<file path="src/logic/sdc_pkg.sv">
// constants shared by the converter result control block
package sdc_pkg;
	// register offsets
	localparam logic [7:0] OFS_EN_CLR = 8'h05;
	localparam logic [7:0] OFS_EN_SET = 8'h06;
	localparam logic [7:0] OFS_FLAGS = 8'h07;
	localparam logic [7:0] OFS_SEQ_STATE = 8'h08;
	localparam logic [7:0] OFS_INPUT_SEL = 8'h09;
	localparam logic [7:0] OFS_RUN_CTRL = 8'h0a;
	localparam logic [7:0] OFS_WIN_CTRL = 8'h0b;
	localparam logic [7:0] OFS_WIN_LOWER = 8'h0c;
	localparam logic [7:0] OFS_WIN_UPPER = 8'h10;
	localparam logic [7:0] OFS_OFFSET = 8'h14;
	localparam logic [7:0] OFS_GAIN = 8'h18;
	localparam logic [7:0] OFS_SHIFT = 8'h1a;
	localparam logic [7:0] OFS_SW_TRIG = 8'h1c;
	localparam logic [7:0] OFS_CROSS_BUSY = 8'h20;
	localparam logic [7:0] OFS_RESULT = 8'h24;
	localparam logic [7:0] OFS_SEQ_EN = 8'h28;
	// flag and enable, sequence busy, software start and gain field bit positions
	localparam int FLG_READY = 0;
	localparam int FLG_OVERRUN = 1;
	localparam int FLG_WINDOW = 2;
	localparam int SEQ_BUSY_POS = 7;
	localparam int SW_START_POS = 1;
	localparam int GAIN_POS = 14;
	// crossing busy bit positions
	localparam int CB_RUN = 2;
	localparam int CB_INPUT = 3;
	localparam int CB_WIN = 4;
	localparam int CB_LOWER = 5;
	localparam int CB_UPPER = 6;
	localparam int CB_OFFSET = 7;
	localparam int CB_SHIFT = 9;
	localparam int CB_TRIG = 10;
	// reset values
	localparam logic [7:0] RST_BYTE = 8'h00;
	localparam logic [23:0] RST_WORD = 24'h000000;
	localparam logic [1:0] RST_GAIN = 2'h0;
	// cycles a write takes to cross into the converter side
	localparam int SYNC_CYCLES = 3;
	typedef enum logic [2:0] {
		SDC_WIN_OFF = 3'h0,
		SDC_WIN_ABOVE = 3'h1,
		SDC_WIN_BELOW = 3'h2,
		SDC_WIN_INSIDE = 3'h3,
		SDC_WIN_OUTSIDE = 3'h4
	} sdc_win_t;
	typedef enum logic {
		SDC_IDLE = 1'b0,
		SDC_CONV = 1'b1
	} sdc_state_t;
endpackage

</file>
<file path="src/logic/sdc_result_control.sv">
// converter result control: flags, sequencing, window monitor, calibration
//
// Our own choice: the strobed register port.
`timescale 1ns/100ps
`default_nettype none

module sdc_result_control #(
	parameter int SYNC_LEN = sdc_pkg::SYNC_CYCLES,
	parameter logic [1:0] GAIN_FIELD = sdc_pkg::RST_GAIN
) (
	input wire logic core_clk,
	input wire logic srst,
	input wire logic [7:0] regAddr,
	input wire logic [31:0] regWdata,
	input wire logic regWr,
	input wire logic regRd,
	output logic [31:0] regRdata,
	input wire logic writeGuard,
	input wire logic convTrigger,
	input wire logic convDone,
	input wire logic [23:0] convRaw,
	output logic convStart,
	output logic [3:0] inputPairCode,
	output logic irqReq
);
	import sdc_pkg::*;

	if (SYNC_LEN < 1 || SYNC_LEN > 15) begin : g_bad_sync
		$error("SYNC_LEN must be 1 to 15");
	end

	// ****************************************
	// helpers
	// ****************************************
	// lowest enabled input at or above a start index, with found bit
	function automatic logic [2:0] pickPair(input logic [2:0] en, input logic [2:0] from);
		logic [2:0] r;
		r = 3'h0;
		for (int i = 2; i >= 0; i--) begin
			if (en[i] && 3'(i) >= from) begin
				r = {1'b1, 2'(i)};
			end
		end
		return r;
	endfunction

	function automatic logic hit(input logic [7:0] ofs);
		return regAddr == ofs;
	endfunction

	// ****************************************
	// register bus decode
	// ****************************************
	logic wrOk;
	logic rdResult;
	logic flagClrWr;
	assign wrOk = regWr && !writeGuard;
	assign rdResult = regRd && hit(OFS_RESULT);
	assign flagClrWr = regWr && hit(OFS_FLAGS);

	logic wrInput, wrRun, wrWin, wrLower, wrUpper, wrOffset, wrShift, wrTrig;
	assign wrInput = wrOk && hit(OFS_INPUT_SEL);
	assign wrRun = wrOk && hit(OFS_RUN_CTRL);
	assign wrWin = wrOk && hit(OFS_WIN_CTRL);
	assign wrLower = wrOk && hit(OFS_WIN_LOWER);
	assign wrUpper = wrOk && hit(OFS_WIN_UPPER);
	assign wrOffset = wrOk && hit(OFS_OFFSET);
	assign wrShift = wrOk && hit(OFS_SHIFT);
	assign wrTrig = wrOk && hit(OFS_SW_TRIG) && regWdata[SW_START_POS];

	// ****************************************
	// software-facing copies
	// ****************************************
	logic [2:0] irqEn_reg;
	logic [3:0] inputSel_reg;
	logic continuous_convert_reg;
	logic [2:0] window_condition_reg;
	logic [23:0] lower_reg, upper_reg, offset_reg;
	logic [7:0] shift_reg;
	logic [2:0] sequence_input_enable_reg;

	always_ff @(posedge core_clk) begin
		if (srst) begin
			irqEn_reg <= RST_BYTE[2:0];
		end else if (wrOk && hit(OFS_EN_CLR)) begin
			irqEn_reg <= irqEn_reg & ~regWdata[2:0];
		end else if (wrOk && hit(OFS_EN_SET)) begin
			irqEn_reg <= irqEn_reg | regWdata[2:0];
		end
	end

	always_ff @(posedge core_clk) begin
		if (srst) begin
			inputSel_reg <= RST_BYTE[3:0];
			continuous_convert_reg <= 1'b0;
			window_condition_reg <= RST_BYTE[2:0];
			lower_reg <= RST_WORD;
			upper_reg <= RST_WORD;
			offset_reg <= RST_WORD;
			shift_reg <= RST_BYTE;
			sequence_input_enable_reg <= RST_BYTE[2:0];
		end else begin
			if (wrInput) inputSel_reg <= regWdata[3:0];
			if (wrRun) continuous_convert_reg <= regWdata[0];
			if (wrWin) window_condition_reg <= regWdata[2:0];
			if (wrLower) lower_reg <= regWdata[23:0];
			if (wrUpper) upper_reg <= regWdata[23:0];
			if (wrOffset) offset_reg <= regWdata[23:0];
			if (wrShift) shift_reg <= regWdata[7:0];
			if (wrOk && hit(OFS_SEQ_EN)) sequence_input_enable_reg <= regWdata[2:0];
		end
	end

	// ****************************************
	// crossing into the converter side
	// ****************************************
	// one shared countdown; any new write to a crossed register restarts it
	logic [10:0] cbSet;
	logic [10:0] crossBusy_reg;
	logic [3:0] syncCnt_reg, quietCnt_reg;
	logic syncWr;
	logic syncDone;
	always_comb begin
		cbSet = 11'h000;
		cbSet[CB_RUN] = wrRun;
		cbSet[CB_INPUT] = wrInput;
		cbSet[CB_WIN] = wrWin;
		cbSet[CB_LOWER] = wrLower;
		cbSet[CB_UPPER] = wrUpper;
		cbSet[CB_OFFSET] = wrOffset;
		cbSet[CB_SHIFT] = wrShift;
		cbSet[CB_TRIG] = wrTrig;
	end
	assign syncWr = |cbSet;
	assign syncDone = syncCnt_reg == 4'h1 && !syncWr;

	always_ff @(posedge core_clk) begin
		if (srst) begin
			syncCnt_reg <= 4'h0;
			crossBusy_reg <= 11'h000;
			quietCnt_reg <= 4'h0;
		end else begin
			if (syncWr) quietCnt_reg <= 4'h0;
			else if (quietCnt_reg != 4'hf) quietCnt_reg <= quietCnt_reg + 4'h1;
			if (syncWr) begin
				syncCnt_reg <= 4'(SYNC_LEN);
			end else if (syncCnt_reg != 4'h0) begin
				syncCnt_reg <= syncCnt_reg - 4'h1;
			end
			crossBusy_reg <= cbSet | (syncDone ? 11'h000 : crossBusy_reg);
		end
	end

	// converter-side working copies
	logic [3:0] actInput_reg;
	logic actFree_reg;
	logic [2:0] actWin_reg;
	logic [23:0] actLower_reg, actUpper_reg, actOffset_reg;
	logic [7:0] actShift_reg;
	logic swStart;
	assign swStart = syncDone && crossBusy_reg[CB_TRIG];

	always_ff @(posedge core_clk) begin
		if (srst) begin
			actInput_reg <= RST_BYTE[3:0];
			actFree_reg <= 1'b0;
			actWin_reg <= RST_BYTE[2:0];
			actLower_reg <= RST_WORD;
			actUpper_reg <= RST_WORD;
			actOffset_reg <= RST_WORD;
			actShift_reg <= RST_BYTE;
		end else if (syncDone) begin
			actInput_reg <= inputSel_reg;
			actFree_reg <= continuous_convert_reg;
			actWin_reg <= window_condition_reg;
			actLower_reg <= lower_reg;
			actUpper_reg <= upper_reg;
			actOffset_reg <= offset_reg;
			actShift_reg <= shift_reg;
		end
	end

	// ****************************************
	// conversion sequencing
	// ****************************************
	sdc_state_t state_reg, state_next;
	logic sequence_busy_reg, sequence_busy_next;
	logic [3:0] seqPtr_reg;
	logic [2:0] firstPick, nextPick;
	logic anySeq, launch, done, hasNext;
	logic [3:0] launchPair;

	assign anySeq = |sequence_input_enable_reg;
	assign firstPick = pickPair(sequence_input_enable_reg, 3'h0);
	assign nextPick = pickPair(sequence_input_enable_reg, 3'(inputPairCode[1:0]) + 3'h1);
	assign done = convDone && state_reg == SDC_CONV;
	assign hasNext = sequence_busy_reg && nextPick[2];

	always_comb begin
		state_next = state_reg;
		sequence_busy_next = sequence_busy_reg;
		launch = 1'b0;
		launchPair = actInput_reg;
		unique case (state_reg)
			SDC_IDLE: begin
				if (convTrigger || swStart) begin
					launch = 1'b1;
				end
			end
			SDC_CONV: begin
				if (done) begin
					state_next = SDC_IDLE;
					sequence_busy_next = 1'b0;
					if (hasNext) begin
						launch = 1'b1;
						sequence_busy_next = 1'b1;
						launchPair = {2'h0, nextPick[1:0]};
					end else if (actFree_reg) begin
						launch = 1'b1;
					end
				end
			end
		endcase
		if (launch && !hasNext) begin
			sequence_busy_next = anySeq;
			if (anySeq) launchPair = {2'h0, firstPick[1:0]};
		end
		if (launch) state_next = SDC_CONV;
	end

	always_ff @(posedge core_clk) begin
		if (srst) begin
			state_reg <= SDC_IDLE;
			sequence_busy_reg <= 1'b0;
			convStart <= 1'b0;
			inputPairCode <= RST_BYTE[3:0];
			seqPtr_reg <= RST_BYTE[3:0];
		end else begin
			state_reg <= state_next;
			sequence_busy_reg <= sequence_busy_next;
			convStart <= launch;
			if (launch) inputPairCode <= launchPair;
			if (done && sequence_busy_reg) seqPtr_reg <= inputPairCode;
		end
	end

	// ****************************************
	// calibration and result
	// ****************************************
	logic signed [25:0] sumVal;
	logic signed [28:0] prodVal;
	logic signed [28:0] shiftVal;
	logic [2:0] gainMul;
	// field zero would null every result, so gain runs one to four
	assign gainMul = {1'b0, GAIN_FIELD} + 3'h1;
	assign sumVal = 26'(signed'(convRaw)) + 26'(signed'(actOffset_reg));
	assign prodVal = 29'(sumVal) * signed'({1'b0, gainMul});
	assign shiftVal = prodVal >>> actShift_reg;

	logic [23:0] result_reg;
	logic unread_reg, fresh_reg;
	always_ff @(posedge core_clk) begin
		if (srst) begin
			result_reg <= RST_WORD;
			unread_reg <= 1'b0;
			fresh_reg <= 1'b0;
		end else begin
			if (done) result_reg <= shiftVal[23:0];
			unread_reg <= done || (unread_reg && !rdResult);
			fresh_reg <= done;
		end
	end

	// ****************************************
	// window monitor
	// ****************************************
	logic signed [23:0] resS, lowS, upS;
	logic aboveLow, belowUp, winMatch;
	assign resS = signed'(result_reg);
	assign lowS = signed'(actLower_reg);
	assign upS = signed'(actUpper_reg);
	assign aboveLow = resS > lowS;
	assign belowUp = resS < upS;
	always_comb begin
		unique case (actWin_reg)
			SDC_WIN_ABOVE: winMatch = aboveLow;
			SDC_WIN_BELOW: winMatch = belowUp;
			SDC_WIN_INSIDE: winMatch = aboveLow && belowUp;
			SDC_WIN_OUTSIDE: winMatch = resS > upS || resS < lowS;
			default: winMatch = 1'b0;
		endcase
	end

	// ****************************************
	// flags and interrupt
	// ****************************************
	logic [2:0] flags_reg, flagSet, flagClr;
	assign flagSet = {fresh_reg && winMatch, done && unread_reg, done};
	assign flagClr = (flagClrWr ? regWdata[2:0] : 3'h0) | {rdResult, 1'b0, rdResult};

	always_ff @(posedge core_clk) begin
		if (srst) begin
			flags_reg <= RST_BYTE[2:0];
			irqReq <= 1'b0;
		end else begin
			flags_reg <= flagSet | (flags_reg & ~flagClr);
			irqReq <= |(flags_reg & irqEn_reg);
		end
	end

	// ****************************************
	// read path
	// ****************************************
	logic [31:0] rdNext;
	always_comb begin
		rdNext = 32'h00000000;
		unique case (regAddr)
			OFS_EN_CLR, OFS_EN_SET: rdNext[2:0] = irqEn_reg;
			OFS_FLAGS: rdNext[2:0] = flags_reg;
			OFS_SEQ_STATE: rdNext[7:0] = {sequence_busy_reg, 3'h0, seqPtr_reg};
			OFS_INPUT_SEL: rdNext[3:0] = inputSel_reg;
			OFS_RUN_CTRL: rdNext[0] = continuous_convert_reg;
			OFS_WIN_CTRL: rdNext[2:0] = window_condition_reg;
			OFS_WIN_LOWER: rdNext[23:0] = lower_reg;
			OFS_WIN_UPPER: rdNext[23:0] = upper_reg;
			OFS_OFFSET: rdNext[23:0] = offset_reg;
			OFS_GAIN: rdNext[15:0] = {GAIN_FIELD, 14'h0000};
			OFS_SHIFT: rdNext[7:0] = shift_reg;
			OFS_CROSS_BUSY: rdNext[10:0] = crossBusy_reg;
			OFS_RESULT: rdNext[23:0] = result_reg;
			OFS_SEQ_EN: rdNext[2:0] = sequence_input_enable_reg;
			default: rdNext = 32'h00000000;
		endcase
	end

	always_ff @(posedge core_clk) begin
		if (srst) begin
			regRdata <= 32'h00000000;
		end else begin
			regRdata <= regRd ? rdNext : 32'h00000000;
		end
	end

	// ****************************************
	// checks
	// ****************************************
	chk_irq_follows: assert property (@(posedge core_clk) disable iff (srst)
		irqReq == |($past(flags_reg) & $past(irqEn_reg)))
		else $error("interrupt not tied to enabled flags");

	chk_enable_clear: assert property (@(posedge core_clk) disable iff (srst)
		wrOk && regAddr == OFS_EN_CLR |=> (irqEn_reg & $past(regWdata[2:0])) == 3'h0)
		else $error("enable clear failed");

	chk_enable_set: assert property (@(posedge core_clk) disable iff (srst)
		wrOk && regAddr == OFS_EN_SET
		|=> (irqEn_reg & $past(regWdata[2:0])) == $past(regWdata[2:0]))
		else $error("enable set failed");

	chk_ready_set: assert property (@(posedge core_clk) disable iff (srst)
		done |=> flags_reg[FLG_READY] && result_reg == $past(shiftVal[23:0]))
		else $error("result ready not set with result");

	chk_window_late: assert property (@(posedge core_clk) disable iff (srst)
		done ##1 winMatch |=> flags_reg[FLG_WINDOW])
		else $error("window flag missed");

	chk_overrun_sticky: assert property (@(posedge core_clk) disable iff (srst)
		flags_reg[FLG_OVERRUN] && !(flagClrWr && regWdata[FLG_OVERRUN]) |=> flags_reg[FLG_OVERRUN])
		else $error("overrun lost without write one");

	chk_read_clears: assert property (@(posedge core_clk) disable iff (srst)
		rdResult && !done && !(fresh_reg && winMatch) |=> flags_reg[FLG_READY] == 1'b0 && !flags_reg[FLG_WINDOW])
		else $error("result read did not clear flags");

	chk_cross_busy: assert property (@(posedge core_clk) disable iff (srst)
		quietCnt_reg >= 4'(SYNC_LEN) |-> crossBusy_reg == 11'h000 && actLower_reg == lower_reg)
		else $error("crossing did not finish");

	chk_single_stop: assert property (@(posedge core_clk) disable iff (srst)
		done && !actFree_reg && !hasNext |=> !convStart && state_reg == SDC_IDLE && !sequence_busy_reg)
		else $error("single mode restarted");

	chk_free_restart: assert property (@(posedge core_clk) disable iff (srst)
		done && actFree_reg |=> convStart)
		else $error("continuous mode did not restart");

	chk_result_hold: assert property (@(posedge core_clk) disable iff (srst)
		!done |=> $stable(result_reg))
		else $error("result changed without conversion");
endmodule

`default_nettype wire

</file>
<file path="config.mk">
export PLATFORM = sky130hd
export DESIGN_NAME = sdc_result_control
export DESIGN_NICKNAME = d
export VERILOG_FILES = /design/src/logic/sdc_pkg.sv /design/src/logic/sdc_result_control.sv
export SDC_FILE = /design/constraint.sdc
export NUM_CORES = 1
export LEC_CHECK = 0
export BUFFER_PORTS_ARGS = -buffer_cell sky130_fd_sc_hd__buf_2
export CORE_ASPECT_RATIO = 1.2
export CORE_MARGIN = 2
export CORE_UTILIZATION = 40
export DETAILED_ROUTE_END_ITERATION = 16
export PLACE_DENSITY = 0.6
export SLEW_MARGIN = 0
export SYNTH_ARGS = -nofsm -noshare
export SYNTH_HDL_FRONTEND = slang
export SYNTH_SLANG_ARGS = --single-unit
</file>
<file path="constraint.sdc">
create_clock -name core_clk -period 7.8 [get_ports core_clk]
set_input_delay 0.78 -clock core_clk [delete_from_list [all_inputs] [get_ports core_clk]]
set_output_delay 0.78 -clock core_clk [all_outputs]
set_load 0.05 [all_outputs]
</file>
**Word level (Yosys, flattened, before mapping)**

Index checks and enable logic that the tools add are counted.

- Input port bits: 71
- Output and inout port bits: 38
- Register bits after elaboration: 270
- Word-level logic and storage cells: 157

- Multiplexer cells: 37
- Equality and inequality tests: 20
- Shift operators: 1
- Add/subtract/negate cells: 3
- Reductions and logical operators: 47
- Bitwise logic cells: 11
- Order comparisons: 7

Operators with widths:

| cell | number |
|---|---|
| $gt 24x24->1 | 2 |
| $lt 24x24->1 | 2 |
| $eq 8x4->1 const B | 5 |
| $eq 8x5->1 const B | 4 |
| $pmux 8 s4 | 1 |
| $logic_and 1x1->1 | 28 |
| $pmux 4 s7 | 1 |
| $add 24x24->25 | 1 |
| $sshr 25x8->24 | 1 |
| $eq 8x3->1 const B | 3 |
| $eq 8x6->1 const B | 3 |
| $pmux 2 s12 | 1 |
| $mux 4 | 5 |
| $pmux 5 s4 | 1 |
| $mux 3 | 6 |
| $pmux 3 s5 | 1 |
| $pmux 1 s13 | 1 |
| $mux 1 | 11 |
| $mux 11 | 1 |
| $or 11x11->11 | 1 |
| $mux 2 | 5 |
| $and 3x3->3 | 3 |
| $or 3x3->3 | 3 |
| $reduce_or 9->1 | 1 |
| other kinds (21) | 35 |

**Longest topological paths before layout**

Gate-level depths: netlist of the first run.

- Depth in word-level cells: 14
- Gate-level depth with buffers: 16

**Least setup slack after synthesis of the first run**

OpenSTA, ideal clock, no wires.

- Kind: in2reg
- Start point: in convRaw[0]
- End point: reg result_reg[3] (netlist: resS[3])
- Setup slack: 4230 ps
- Stages: 15
- Arrival time: 3438 ps
- Setup time: 131 ps
- Path through: ha_1 inv_1 fa_1 nand2b_1 a21oi_1 o21ai_1 o211ai_2 a41o_1 buf_4 nor2_2 a221o_1 a211oi_2 mux2i_1 a2111oi_0 nor3_1

- Cells in the longest elaborated chain, start to end: 2

Ends and longest elaborated chain:

| element | line | source |
|---|---|---|
| start, declared | sdc_result_control.sv:21 | `input wire logic [23:0] convRaw,` |
| $add 24x24->25 | sdc_result_control.sv:256 | `assign sumVal = 26'(signed'(convRaw)) + 26'(signed'(actOffset_reg));` |
| $sshr 25x8->24 | sdc_result_control.sv:258 | `assign shiftVal = prodVal >>> actShift_reg;` |
| end signal, assigned | sdc_result_control.sv:268 | `if (done) result_reg <= shiftVal[23:0];` |
| end, declared | sdc_result_control.sv:260 | `logic [23:0] result_reg;` |

No other way between the ends.
A chain may end at the register's enable or synchronous reset.

**Final worst setup path of the first run**

- Start point: reg actOffset_reg[0]
- End point: reg result_reg[3] (netlist: resS[3])

- Cells in the longest elaborated chain, start to end: 2

Ends and longest elaborated chain:

| element | line | source |
|---|---|---|
| start, declared | sdc_result_control.sv:158 | `logic [23:0] actLower_reg, actUpper_reg, actOffset_reg;` |
| start signal, assigned | sdc_result_control.sv:178 | `actOffset_reg <= offset_reg;` |
| $add 24x24->25 | sdc_result_control.sv:256 |  |
| $sshr 25x8->24 | sdc_result_control.sv:258 |  |

No other way between the ends.

==> impl_results.md, run 1 <==
* Max-slew violation total from the final report at 0
* Number of nets with antenna violations after routing at 0
* Internal reg-to-reg setup slack at 3.53 ns
* Number of global-route vias before repair at 13,100
* Area overhead of the layout relative to synthesis at 11.1%
* Dominant register cell in the synthesized netlist: sky130_fd_sc_hd__dfxtp_1
* Leading cell type by number of instances after synthesis: sky130_fd_sc_hd__nand2_1
* Count of flip-flops with a built-in enable after synthesis at 0
* Number of hold violations in the final report at 0
* Maximum resistive drop on vdd at 0.196 mV
* Setup TNS Final at 0 ns
* Number of I/O port buffers at 92
* Cell at the root of the clock tree: sky130_fd_sc_hd__clkbuf_16
* Nature of the critical path endpoint: flop
* Estimated wirelength of the detail-placed design at 33.1 mm
* Number of buffers added for setup after CTS at 0
* Number of antenna violations at the first check in global routing at 1
* Placeable core area at 35,800 µm²
* Top cells by count, synth: 426 x sky130_fd_sc_hd__nand2_1, 282 x sky130_fd_sc_hd__a21oi_1, 259 x sky130_fd_sc_hd__dfxtp_1
* Full die area at 37,700 µm²
* Category of the most critical setup path: flop to flop
* Warnings, synthesis at 0
* Sequential cell area fraction in the yosys report at 35.9%
* Fraction of post-synthesis cell area in the top cell type by area at 35.9%
* Hold_sp: actLower_reg[7]$_SDFFE_PP0N_
* Multi-input gate area in the final layout at 8410 µm²
* Share of post-route cells with drive strength above 1 at 11.1%
* Worst EP arrival at 4.68 ns
* Register area at 5180 µm²
* Highest net fanout along the worst path at 18
* CTS hold repair buffers at 0
* Status: complete, no violations
* Total global routing overflow at 0
* Clock latency reported for the late side of the worst-skew pair at 0.56 ns
* Per-instance average area after synthesis at 7.52 µm²
* Post-route total power at 3.21 mW
* Reg2reg end: resS[3]$_SDFFE_PP0P_
* Number of cells traversed by the worst hold path at 2
* Number of DRC violations after detailed routing at 0
* Area leader, netlist: sky130_fd_sc_hd__dfxtp_1
* Final-layout fill cell count at 3,714
* Leakage Power at 5.89 nW
* Gate Count Post-Synth at 1,922
* I/O pin count at 109
* Finished Layout Cells at 2,418
* Final weighted congestion of routability-driven global placement at 0.905
* RSZ-0062 raised after global routing: no
* Via/cell ratio at 5.66
* Inst Count DP at 2,370
* Rel. slew slack at 18.5%
* Worst Tran Pin Value at 1.21 ns
* Final worst-path cycle share at 54.8%
* Post-route minimum period at 4.27 ns
* Die Span Y at 212 µm
* Required time worst endpoint at 8.21 ns
* Worst Setup Start Kind: flop
* DR vias at 13,700
* Initial cell density of the core at 40.4%
* Hold Crit Class: flop to flop
* CTS tree: yes
* All-layer global routing usage at 24.4%
* CTS clk-pin slew, worst paths at 0.07 ns
* Die Width at 177 µm
* Area contributors post-synth: sky130_fd_sc_hd__dfxtp_1 36%, sky130_fd_sc_hd__nand2_1 11%, sky130_fd_sc_hd__a21oi_1 9.8%
* Number of distinct library cells after synthesis at 83
* TritonCTS Sinks at 259
* Share of flip-flops with an asynchronous set or reset after synthesis at 0%
* Timing-limited maximum frequency at 234 MHz
* Number of design-rule violations left by the first detailed-router iteration at 1,148
* Final count of negative-setup-slack endpoints at 0
* Endpoint with the worst hold slack: actLower_reg[7]$_SDFFE_PP0N_
* Pin count of the biggest net entering global routing at 91
* Number of gates resized after CTS at 0
* Total detailed-routing wirelength at 46.5 mm
* H-Tree Level Count at 1
* Final net count at 2,077
* Pre-antenna DRT Iters at 5
* Routed length per placed instance at 19.2 µm
* Path depth of the worst reg2reg path at 14
* Maximum buffer depth of the clock tree at 3
* Launching point of the worst reg2reg path: actOffset_reg[0]$_SDFFE_PP0N_
* Cell area after synthesis at 14,400 µm²
* Number of synthesized register bits at 259
* Worst clock skew at 0.0229 ns
* Number of maximum-capacitance constraint violations at 0
* Wire length of the first global-routing pass at 72.5 mm
* Diode count at 0
* Cts bufs inserted at 26
* Std-Cell Rows at 76
* Total power divided by cell area at 200 nW/µm²
## cell usage in the layout (no fill, tap or decap), drive strengths merged, types with 19 or more instances in the layout
cell	instances
a21oi	282
inv	73
ha	75
a221oi	30
mux2	19
buf	114
nor2	156
nand3	48
o21ai	63
nor3	36
dfxtp	259
clkbuf	31
nand2	430
mux2i	38
## critical path, stage by stage (launching register included)
cell                        delay [ns]
sky130_fd_sc_hd__dfxtp_1          0.33
sky130_fd_sc_hd__ha_1             0.20
sky130_fd_sc_hd__inv_1            0.06
sky130_fd_sc_hd__fa_1             0.39
sky130_fd_sc_hd__nand2b_1         0.18
sky130_fd_sc_hd__a21oi_1          0.21
sky130_fd_sc_hd__o21ai_1          0.25
sky130_fd_sc_hd__o211ai_2         0.28
sky130_fd_sc_hd__a41o_1           0.64
sky130_fd_sc_hd__nor2_2           0.28
sky130_fd_sc_hd__a221o_1          0.36
sky130_fd_sc_hd__a211oi_2         0.22
sky130_fd_sc_hd__mux2i_1          0.19
sky130_fd_sc_hd__a2111oi_0        0.42
sky130_fd_sc_hd__nor3_1           0.09
## metal layers
layer	wire, µm	GRT usage (%)	part of all wire [%]
met5	13	0	0.028
met1	20400	31.2	44
met3	2180	2.45	4.7
met4	1510	9.30	3.3
met2	22400	42.2	48
## metrics by stage
stage                     hold WS (ns)  utilization [%]  setup slack, ns  area [µm²]
after floorplan                  0.434                -             4.23       14500
final                            0.455             44.9             3.53       16000
after global placement           0.443             42.2             3.02       15100
after global routing             0.470             44.9             3.20       16000
after CTS                        0.457             44.9             3.53       16000
after detailed placement         0.449             42.2             2.98       15100
## layout make-up
cell class	count	area share, %
clock inverters	17	1.40
clock buffers	31	4.49
well taps	468	3.65
multi-input cells	1454	52.4
inverters	75	1.75
repair buffers	114	3.94
flip-flops and latches	259	32.3
## how the worst max path moves through the flow
| stage | depth (start not counted) | to | slack, ns | startpoint |
|---|---|---|---|---|
| 2_1_floorplan | 15 | resS[3]$_SDFFE_PP0P_ | 4.23 | convRaw[0] |
| 3_3_place_gp | 15 | resS[3]$_SDFFE_PP0P_ | 3.02 | convRaw[0] |
| 3_5_place_dp | 15 | resS[3]$_SDFFE_PP0P_ | 2.98 | convRaw[0] |
| 4_1_cts | 14 | resS[3]$_SDFFE_PP0P_ | 3.53 | actOffset_reg[0]$_SDFFE_PP0N_ |
| 5_1_grt | 14 | resS[3]$_SDFFE_PP0P_ | 3.20 | actOffset_reg[0]$_SDFFE_PP0N_ |
| 6_report | 14 | resS[3]$_SDFFE_PP0P_ | 3.53 | actOffset_reg[0]$_SDFFE_PP0N_ |
## where the power goes
part | internal, mW | switching, mW
sequential | 1.34 | 0.0214
clock | 0.826 | 0.547
combinational | 0.130 | 0.339
## cell families after synthesis
| group | share of synthesized area [%] |
|---|---|
| and+or+nand+nor | 22.5 |
| AOI/OAI and AO/OA | 22.2 |
| muxes | 5.05 |
| xor gates and xnor gates | 1.58 |
| buffers and inverters | 6.16 |
| adders and majority gates | 6.64 |
| DFF | 35.9 |
| other | 0.0260 |
Note: power is estimated with default switching activity, not from simulation.
==> run 2, diff against run 1 <==
Settings changed: PLACE_DENSITY 0.6 to 0.62.
Clock period 7.8 ns to 3.9 ns, I/O delays scaled along.
==> impl_results.md, run 2 (same netlist as run 1, synthesis figures left out) <==
* Utilization after layout at 45.3% (+0.46 points)
* Die Span Y at 212 µm (unchanged)
* Max-slew violation total from the final report at 0 (unchanged)
* Final count of negative-setup-slack endpoints at 0 (unchanged)
* All-layer global routing usage at 24.7% (+0.27 points)
* Commonest cells after routing, fill and taps aside: 426 x sky130_fd_sc_hd__nand2_1, 282 x sky130_fd_sc_hd__a21oi_1, 259 x sky130_fd_sc_hd__dfxtp_1, 153 x sky130_fd_sc_hd__nor2_1, 91 x sky130_fd_sc_hd__buf_2
* Cts bufs inserted at 26 (unchanged)
* Post-route minimum period at 3.59 ns (-0.683 ns)
* Number of DRC violations after detailed routing at 0 (unchanged)
* Pin count of the biggest net entering global routing at 89 (-2.2%)
* Std-Cell Rows at 76 (unchanged)
* Number of buffers added for setup after CTS at 0 (unchanged)
* Full die area at 37,700 µm² (unchanged)
* Worst clock skew at 0.0148 ns (-0.00813 ns)
* H-Tree Level Count at 1 (unchanged)
* Final net count at 2,099 (+1.1%)
* Setup TNS Final at 0 ns (unchanged)
* Placeable core area at 35,800 µm² (unchanged)
* Rel. slew slack at 10.5% (-8.0 points)
* Status: complete, no violations
* Number of antenna violations at the first check in global routing at 1 (unchanged)
* Cell at the root of the clock tree: sky130_fd_sc_hd__clkbuf_16
* Global routing met1 resource utilization at 30.7% (-0.51 points)
* Most used routing layer: met2
* Via/cell ratio at 5.68 (+0.20%)
* Category of the most critical setup path: flop to flop
* Reg2reg end: resS[17]$_SDFFE_PP0P_
* Number of maximum-capacitance constraint violations at 0 (unchanged)
* Worst Setup Start Kind: flop
* CTS tree: yes
* Timing-limited maximum frequency at 279 MHz (+19%)
* End point of the critical path: resS[17]$_SDFFE_PP0P_
* Source of the critical timing path: actOffset_reg[0]$_SDFFE_PP0N_
* Nature of the critical path endpoint: flop
* DR vias at 13,800 (+1.1%)
* Total power divided by cell area at 395 nW/µm² (+98%)
* Initial cell density of the core at 40.4% (unchanged)
* Worst EP arrival at 3.98 ns (-0.70 ns)
* Number of hold violations in the final report at 0 (unchanged)
* Final weighted congestion of routability-driven global placement at 0.901 (-0.43%)
* Launching point of the worst reg2reg path: actOffset_reg[0]$_SDFFE_PP0N_
* Total global routing overflow at 0 (unchanged)
* Number of design-rule violations left by the first detailed-router iteration at 1,132 (-1.4%)
* Routed length per placed instance at 19.4 µm (+0.93%)
* Internal reg-to-reg setup slack at 0.31 ns (-3.22 ns)
* TritonCTS Sinks at 259 (unchanged)
* RSZ-0062 raised after global routing: no
* Maximum buffer depth of the clock tree at 3 (unchanged)
* Wire length of the first global-routing pass at 73.5 mm (+1.4%)
* Total detailed-routing wirelength at 47.4 mm (+1.8%)
* I/O pin count at 109 (unchanged)
* Number of I/O port buffers at 92 (unchanged)
* Number of gates resized after CTS at 0 (unchanged)
* Final worst-path cycle share at 92.0% (+37 points)
* Number of nets with antenna violations after routing at 0 (unchanged)
* Number of global-route vias before repair at 13,400 (+2.6%)
* Hold Crit Class: input port to flop
* Die Width at 177 µm (unchanged)
* Estimated wirelength of the detail-placed design at 34.1 mm (+2.9%)
* CTS clk-pin slew, worst paths at 0.06 ns (about the same)
* Area overhead of the layout relative to synthesis at 12.2%
* Leakage Power at 5.99 nW (+1.7%)
* Share of post-route cells with drive strength above 1 at 12.0% (+0.85 points)
* Worst Tran Pin Value at 1.33 ns (+0.120 ns)
* Maximum resistive drop on vdd at 0.430 mV (+120%)
* Path depth of the worst reg2reg path at 15 (+1)
* Most common cell after layout, fill and taps aside: sky130_fd_sc_hd__nand2_1
* Required time worst endpoint at 4.30 ns (-3.91 ns)
* CTS hold repair buffers at 0 (unchanged)
* GRT met2 Usage at 43.5% (+1.3 points)
* Highest net fanout along the worst path at 17 (-1)
* Met3 Usage GRT at 2.45% (unchanged)
* Pre-antenna DRT Iters at 6 (+1)
* Clock latency reported for the late side of the worst-skew pair at 0.54 ns (-0.02 ns)
[run 2: final cells by class]
class                           instances  area (µm²)
Timing Repair Buffer                  136         822
Multi-Input combinational cell       1454        8410
Sequential cell                       259        5180
Clock buffer                           34         742
Tap cell                              468         586
Inverter                               75         282
Antenna cell                            1        2.50
Clock inverter                         13         175
Fill cell                            3696       19500
[run 2: worst min path at each step]
stage / cells after the start / start / to / slack [ns]
after CTS: 3 / regWdata[10] / offset_reg[10]$_SDFFE_PP0P_ / 0.1
after global routing: 3 / regWdata[21] / offset_reg[21]$_SDFFE_PP0P_ / 0.12
final: 3 / regWdata[10] / offset_reg[10]$_SDFFE_PP0P_ / 0.11
after global placement: 2 / crossBusy_reg[9]$_SDFF_PP0_ / crossBusy_reg[9]$_SDFF_PP0_ / 0.44
after detailed placement: 2 / actLower_reg[2]$_SDFFE_PP0N_ / actLower_reg[2]$_SDFFE_PP0N_ / 0.45
after floorplan: 2 / crossBusy_reg[3]$_SDFF_PP0_ / crossBusy_reg[3]$_SDFF_PP0_ / 0.43
[run 2: stage by stage]
stage          power [mW]  instances  hold slack [ns]  setup WS, ns  area (µm²)
3_3_place_gp         3.74       2392            0.439         0.226       15300
3_5_place_dp         3.76       2392            0.447         0.172       15300
5_1_grt              6.64       2439            0.117        0.0571       16200
4_1_cts              6.44       2439           0.0950         0.338       16200
2_1_floorplan        3.44       1929            0.434         0.720       14500
6_report             6.40       2440            0.111         0.312       16200
[run 2: critical path: stages (launching register included)]
cell                       delay [ns]
sky130_fd_sc_hd__dfxtp_1         0.33
sky130_fd_sc_hd__ha_1            0.20
sky130_fd_sc_hd__inv_1           0.07
sky130_fd_sc_hd__fa_1            0.39
sky130_fd_sc_hd__nand2b_1        0.18
sky130_fd_sc_hd__a21oi_1         0.21
sky130_fd_sc_hd__o21ai_1         0.27
sky130_fd_sc_hd__o211ai_2        0.28
sky130_fd_sc_hd__a41o_1          0.25
sky130_fd_sc_hd__buf_4           0.25
sky130_fd_sc_hd__nand2_1         0.08
sky130_fd_sc_hd__o31ai_1         0.10
sky130_fd_sc_hd__a221o_1         0.34
sky130_fd_sc_hd__nand2_1         0.14
sky130_fd_sc_hd__a31oi_1         0.27
sky130_fd_sc_hd__nor3_1          0.08
[run 2: where the power goes]
group / leakage (nW) / internal, mW / switching (mW) / total, mW
sequential: 2.09 / 2.68 / 0.0445 / 2.73
clock: 0.454 / 1.61 / 1.09 / 2.70
combinational: 3.44 / 0.296 / 0.682 / 0.978
[run 2: layer usage]
layer / vias to the layer above / routed length, µm
met5: - / 0
met2: 472 / 23100
li1: 6744 / -
met3: 107 / 2530
met1: 6526 / 19900
met4: 0 / 1820
==> run 3, diff against run 2 <==
Settings changed: BUFFER_PORTS_ARGS -buffer_cell sky130_fd_sc_hd__buf_2 to -buffer_cell sky130_fd_sc_hd__buf_4, CTS_CLUSTER_SIZE from default to 30.
==> impl_results.md, run 3 (same netlist as run 1, synthesis figures left out) <==
* Status: complete, no violations
* Std-Cell Rows at 76 (unchanged)
* RSZ-0062 raised after global routing: no
* Commonest cells after routing, fill and taps aside: 426 x sky130_fd_sc_hd__nand2_1, 282 x sky130_fd_sc_hd__a21oi_1, 259 x sky130_fd_sc_hd__dfxtp_1, 153 x sky130_fd_sc_hd__nor2_1, 142 x sky130_fd_sc_hd__buf_4
* Final-layout fill cell count at 3,698 (+0.054%)
* Diode count at 0 (-1)
* Cts bufs inserted at 26 (unchanged)
* Estimated wirelength of the detail-placed design at 34.3 mm (+0.67%)
* Total detailed-routing wirelength at 47.7 mm (+0.69%)
* Number of design-rule violations left by the first detailed-router iteration at 1,048 (-7.4%)
* Share of post-route cells with drive strength above 1 at 12.4% (+0.44 points)
* Worst Tran Pin Value at 1.00 ns (-0.329 ns)
* Hold Crit Class: input port to flop
* Maximum resistive drop on vdd at 0.409 mV (-4.9%)
* H-Tree Level Count at 1 (unchanged)
* Initial cell density of the core at 40.4% (unchanged)
* I/O pin count at 109 (unchanged)
* Category of the most critical setup path: flop to flop
* Total global routing overflow at 0 (unchanged)
* Multi-input gate area in the final layout at 8420 µm² (about the same)
* Clock latency reported for the late side of the worst-skew pair at 0.55 ns (about the same)
* Leakage Power at 6.04 nW (+0.94%)
* Number of DRC violations after detailed routing at 0 (unchanged)
* Worst clock skew at 0.0163 ns (+0.00158 ns)
* TritonCTS Sinks at 259 (unchanged)
* Rel. slew slack at 33.0% (+23 points)
* Number of buffers added for setup after CTS at 0 (unchanged)
* Maximum buffer depth of the clock tree at 3 (unchanged)
* Placed instance area at 15,600 µm² (+1.9%)
* Pin count of the biggest net entering global routing at 89 (unchanged)
* Register area at 5180 µm² (unchanged)
* Final count of negative-setup-slack endpoints at 0 (unchanged)
* Layout Cell Area excl Fill at 16,400 µm² (+1.5%)
* Worst EP arrival at 4.00 ns (+0.02 ns)
* Total power divided by cell area at 380 nW/µm² (-3.9%)
* Number of antenna violations at the first check in global routing at 1 (unchanged)
* Number of maximum-capacitance constraint violations at 0 (unchanged)
* Final weighted congestion of routability-driven global placement at 0.926 (+2.8%)
* Die Span Y at 212 µm (unchanged)
* Max-slew violation total from the final report at 0 (unchanged)
* Wire length of the first global-routing pass at 74.4 mm (+1.2%)
* Number of nets with antenna violations after routing at 0 (unchanged)
* Timing-limited maximum frequency at 278 MHz (-0.24%)
* Worst Setup Start Kind: flop
* All-layer global routing usage at 25.0% (+0.37 points)
* Die Width at 177 µm (unchanged)
* CTS clk-pin slew, worst paths at 0.06 ns (about the same)
* Nature of the critical path endpoint: flop
* Final worst-path cycle share at 92.2% (+0.22 points)
* Most common cell after layout, fill and taps aside: sky130_fd_sc_hd__nand2_1
* Via/cell ratio at 5.73 (+1.0%)
* CTS tree: yes
* Routed length per placed instance at 19.5 µm (+0.32%)
* Number of global-route vias before repair at 13,600 (+1.4%)
* Pre-antenna DRT Iters at 6 (unchanged)
* Number of hold violations in the final report at 0 (unchanged)
* Area overhead of the layout relative to synthesis at 13.9%
* DR vias at 14,000 (+1.4%)
* Full die area at 37,700 µm² (unchanged)
* Post-route minimum period at 3.60 ns (+0.00865 ns)
* Cell at the root of the clock tree: sky130_fd_sc_hd__clkbuf_16
* Setup TNS Final at 0 ns (unchanged)
* Highest net fanout along the worst path at 5 (-12)
* Placeable core area at 35,800 µm² (unchanged)
* Required time worst endpoint at 4.31 ns (about the same)
* Number of I/O port buffers at 92 (unchanged)
* Final net count at 2,108 (+0.43%)
-- run 3: stage by stage --
stage	power (mW)	std cells	util, %	hold slack (ns)	setup slack, ns
floorplan	3.44	1929	-	0.434	0.720
global placement	3.76	2401	43.6	0.440	0.204
detailed placement	3.78	2401	43.6	0.445	0.194
CTS	6.29	2449	46.0	0.0974	0.316
global route	6.50	2449	46.0	0.111	0.00744
finish	6.24	2449	46.0	0.113	0.303
-- run 3: metal layers --
metal  GRT usage, %  vias to the layer above  routed length [µm]
met1           31.0                     6710               20200
met3           2.45                      117                2220
met5              0                        -                   0
met2           43.7                      448               23200
met4           11.6                        0                2070
li1               -                     6764                   -
-- run 3: what timing repair did --
action / in CTS / in global routing
endpoints found under the setup margin: 0 / 2
hold buffers: 0 / 0
resized for setup: 0 / 1
-- run 3: layout make-up --
class | instances | share of cell area, %
clock buffer | 36 | 4.62
clock inverter | 12 | 0.601
inverter | 75 | 1.71
multi-input combinational | 1454 | 51.2
sequential | 259 | 31.5
tap | 468 | 3.56
timing repair buffer | 145 | 6.79
-- run 3: critical path: stages, from the launching register on --
cell                        delay, ns
sky130_fd_sc_hd__dfxtp_1         0.34
sky130_fd_sc_hd__ha_1            0.22
sky130_fd_sc_hd__inv_1           0.07
sky130_fd_sc_hd__fa_1            0.39
sky130_fd_sc_hd__nand2b_1        0.18
sky130_fd_sc_hd__a21oi_1         0.26
sky130_fd_sc_hd__nor2_1          0.17
sky130_fd_sc_hd__o21ai_1         0.25
sky130_fd_sc_hd__a31oi_1         0.14
sky130_fd_sc_hd__xnor2_1         0.17
sky130_fd_sc_hd__a221o_1         0.35
sky130_fd_sc_hd__a211oi_2        0.21
sky130_fd_sc_hd__mux2i_1         0.20
sky130_fd_sc_hd__a2111oi_0       0.42
sky130_fd_sc_hd__nor3_1          0.09
-- run 3: where the power goes --
part           switching, mW  leakage, nW  internal, mW
sequential            0.0431         2.09          2.68
clock                   1.08        0.416          1.43
combinational          0.688         3.54         0.315
total                   1.81         6.04          4.43
-- run 3: worst paths after layout --
path | to | depth (start not counted) | startpoint | slack, ns
max | resS[3]$_SDFFE_PP0P_ | 14 | actOffset_reg[0]$_SDFFE_PP0N_ | 0.30
min | upper_reg[10]$_SDFFE_PP0P_ | 3 | regWdata[10] | 0.11
max reg2reg | resS[3]$_SDFFE_PP0P_ | 14 | actOffset_reg[0]$_SDFFE_PP0N_ | 0.30
min reg2reg | crossBusy_reg[9]$_SDFF_PP0_ | 2 | crossBusy_reg[9]$_SDFF_PP0_ | 0.45
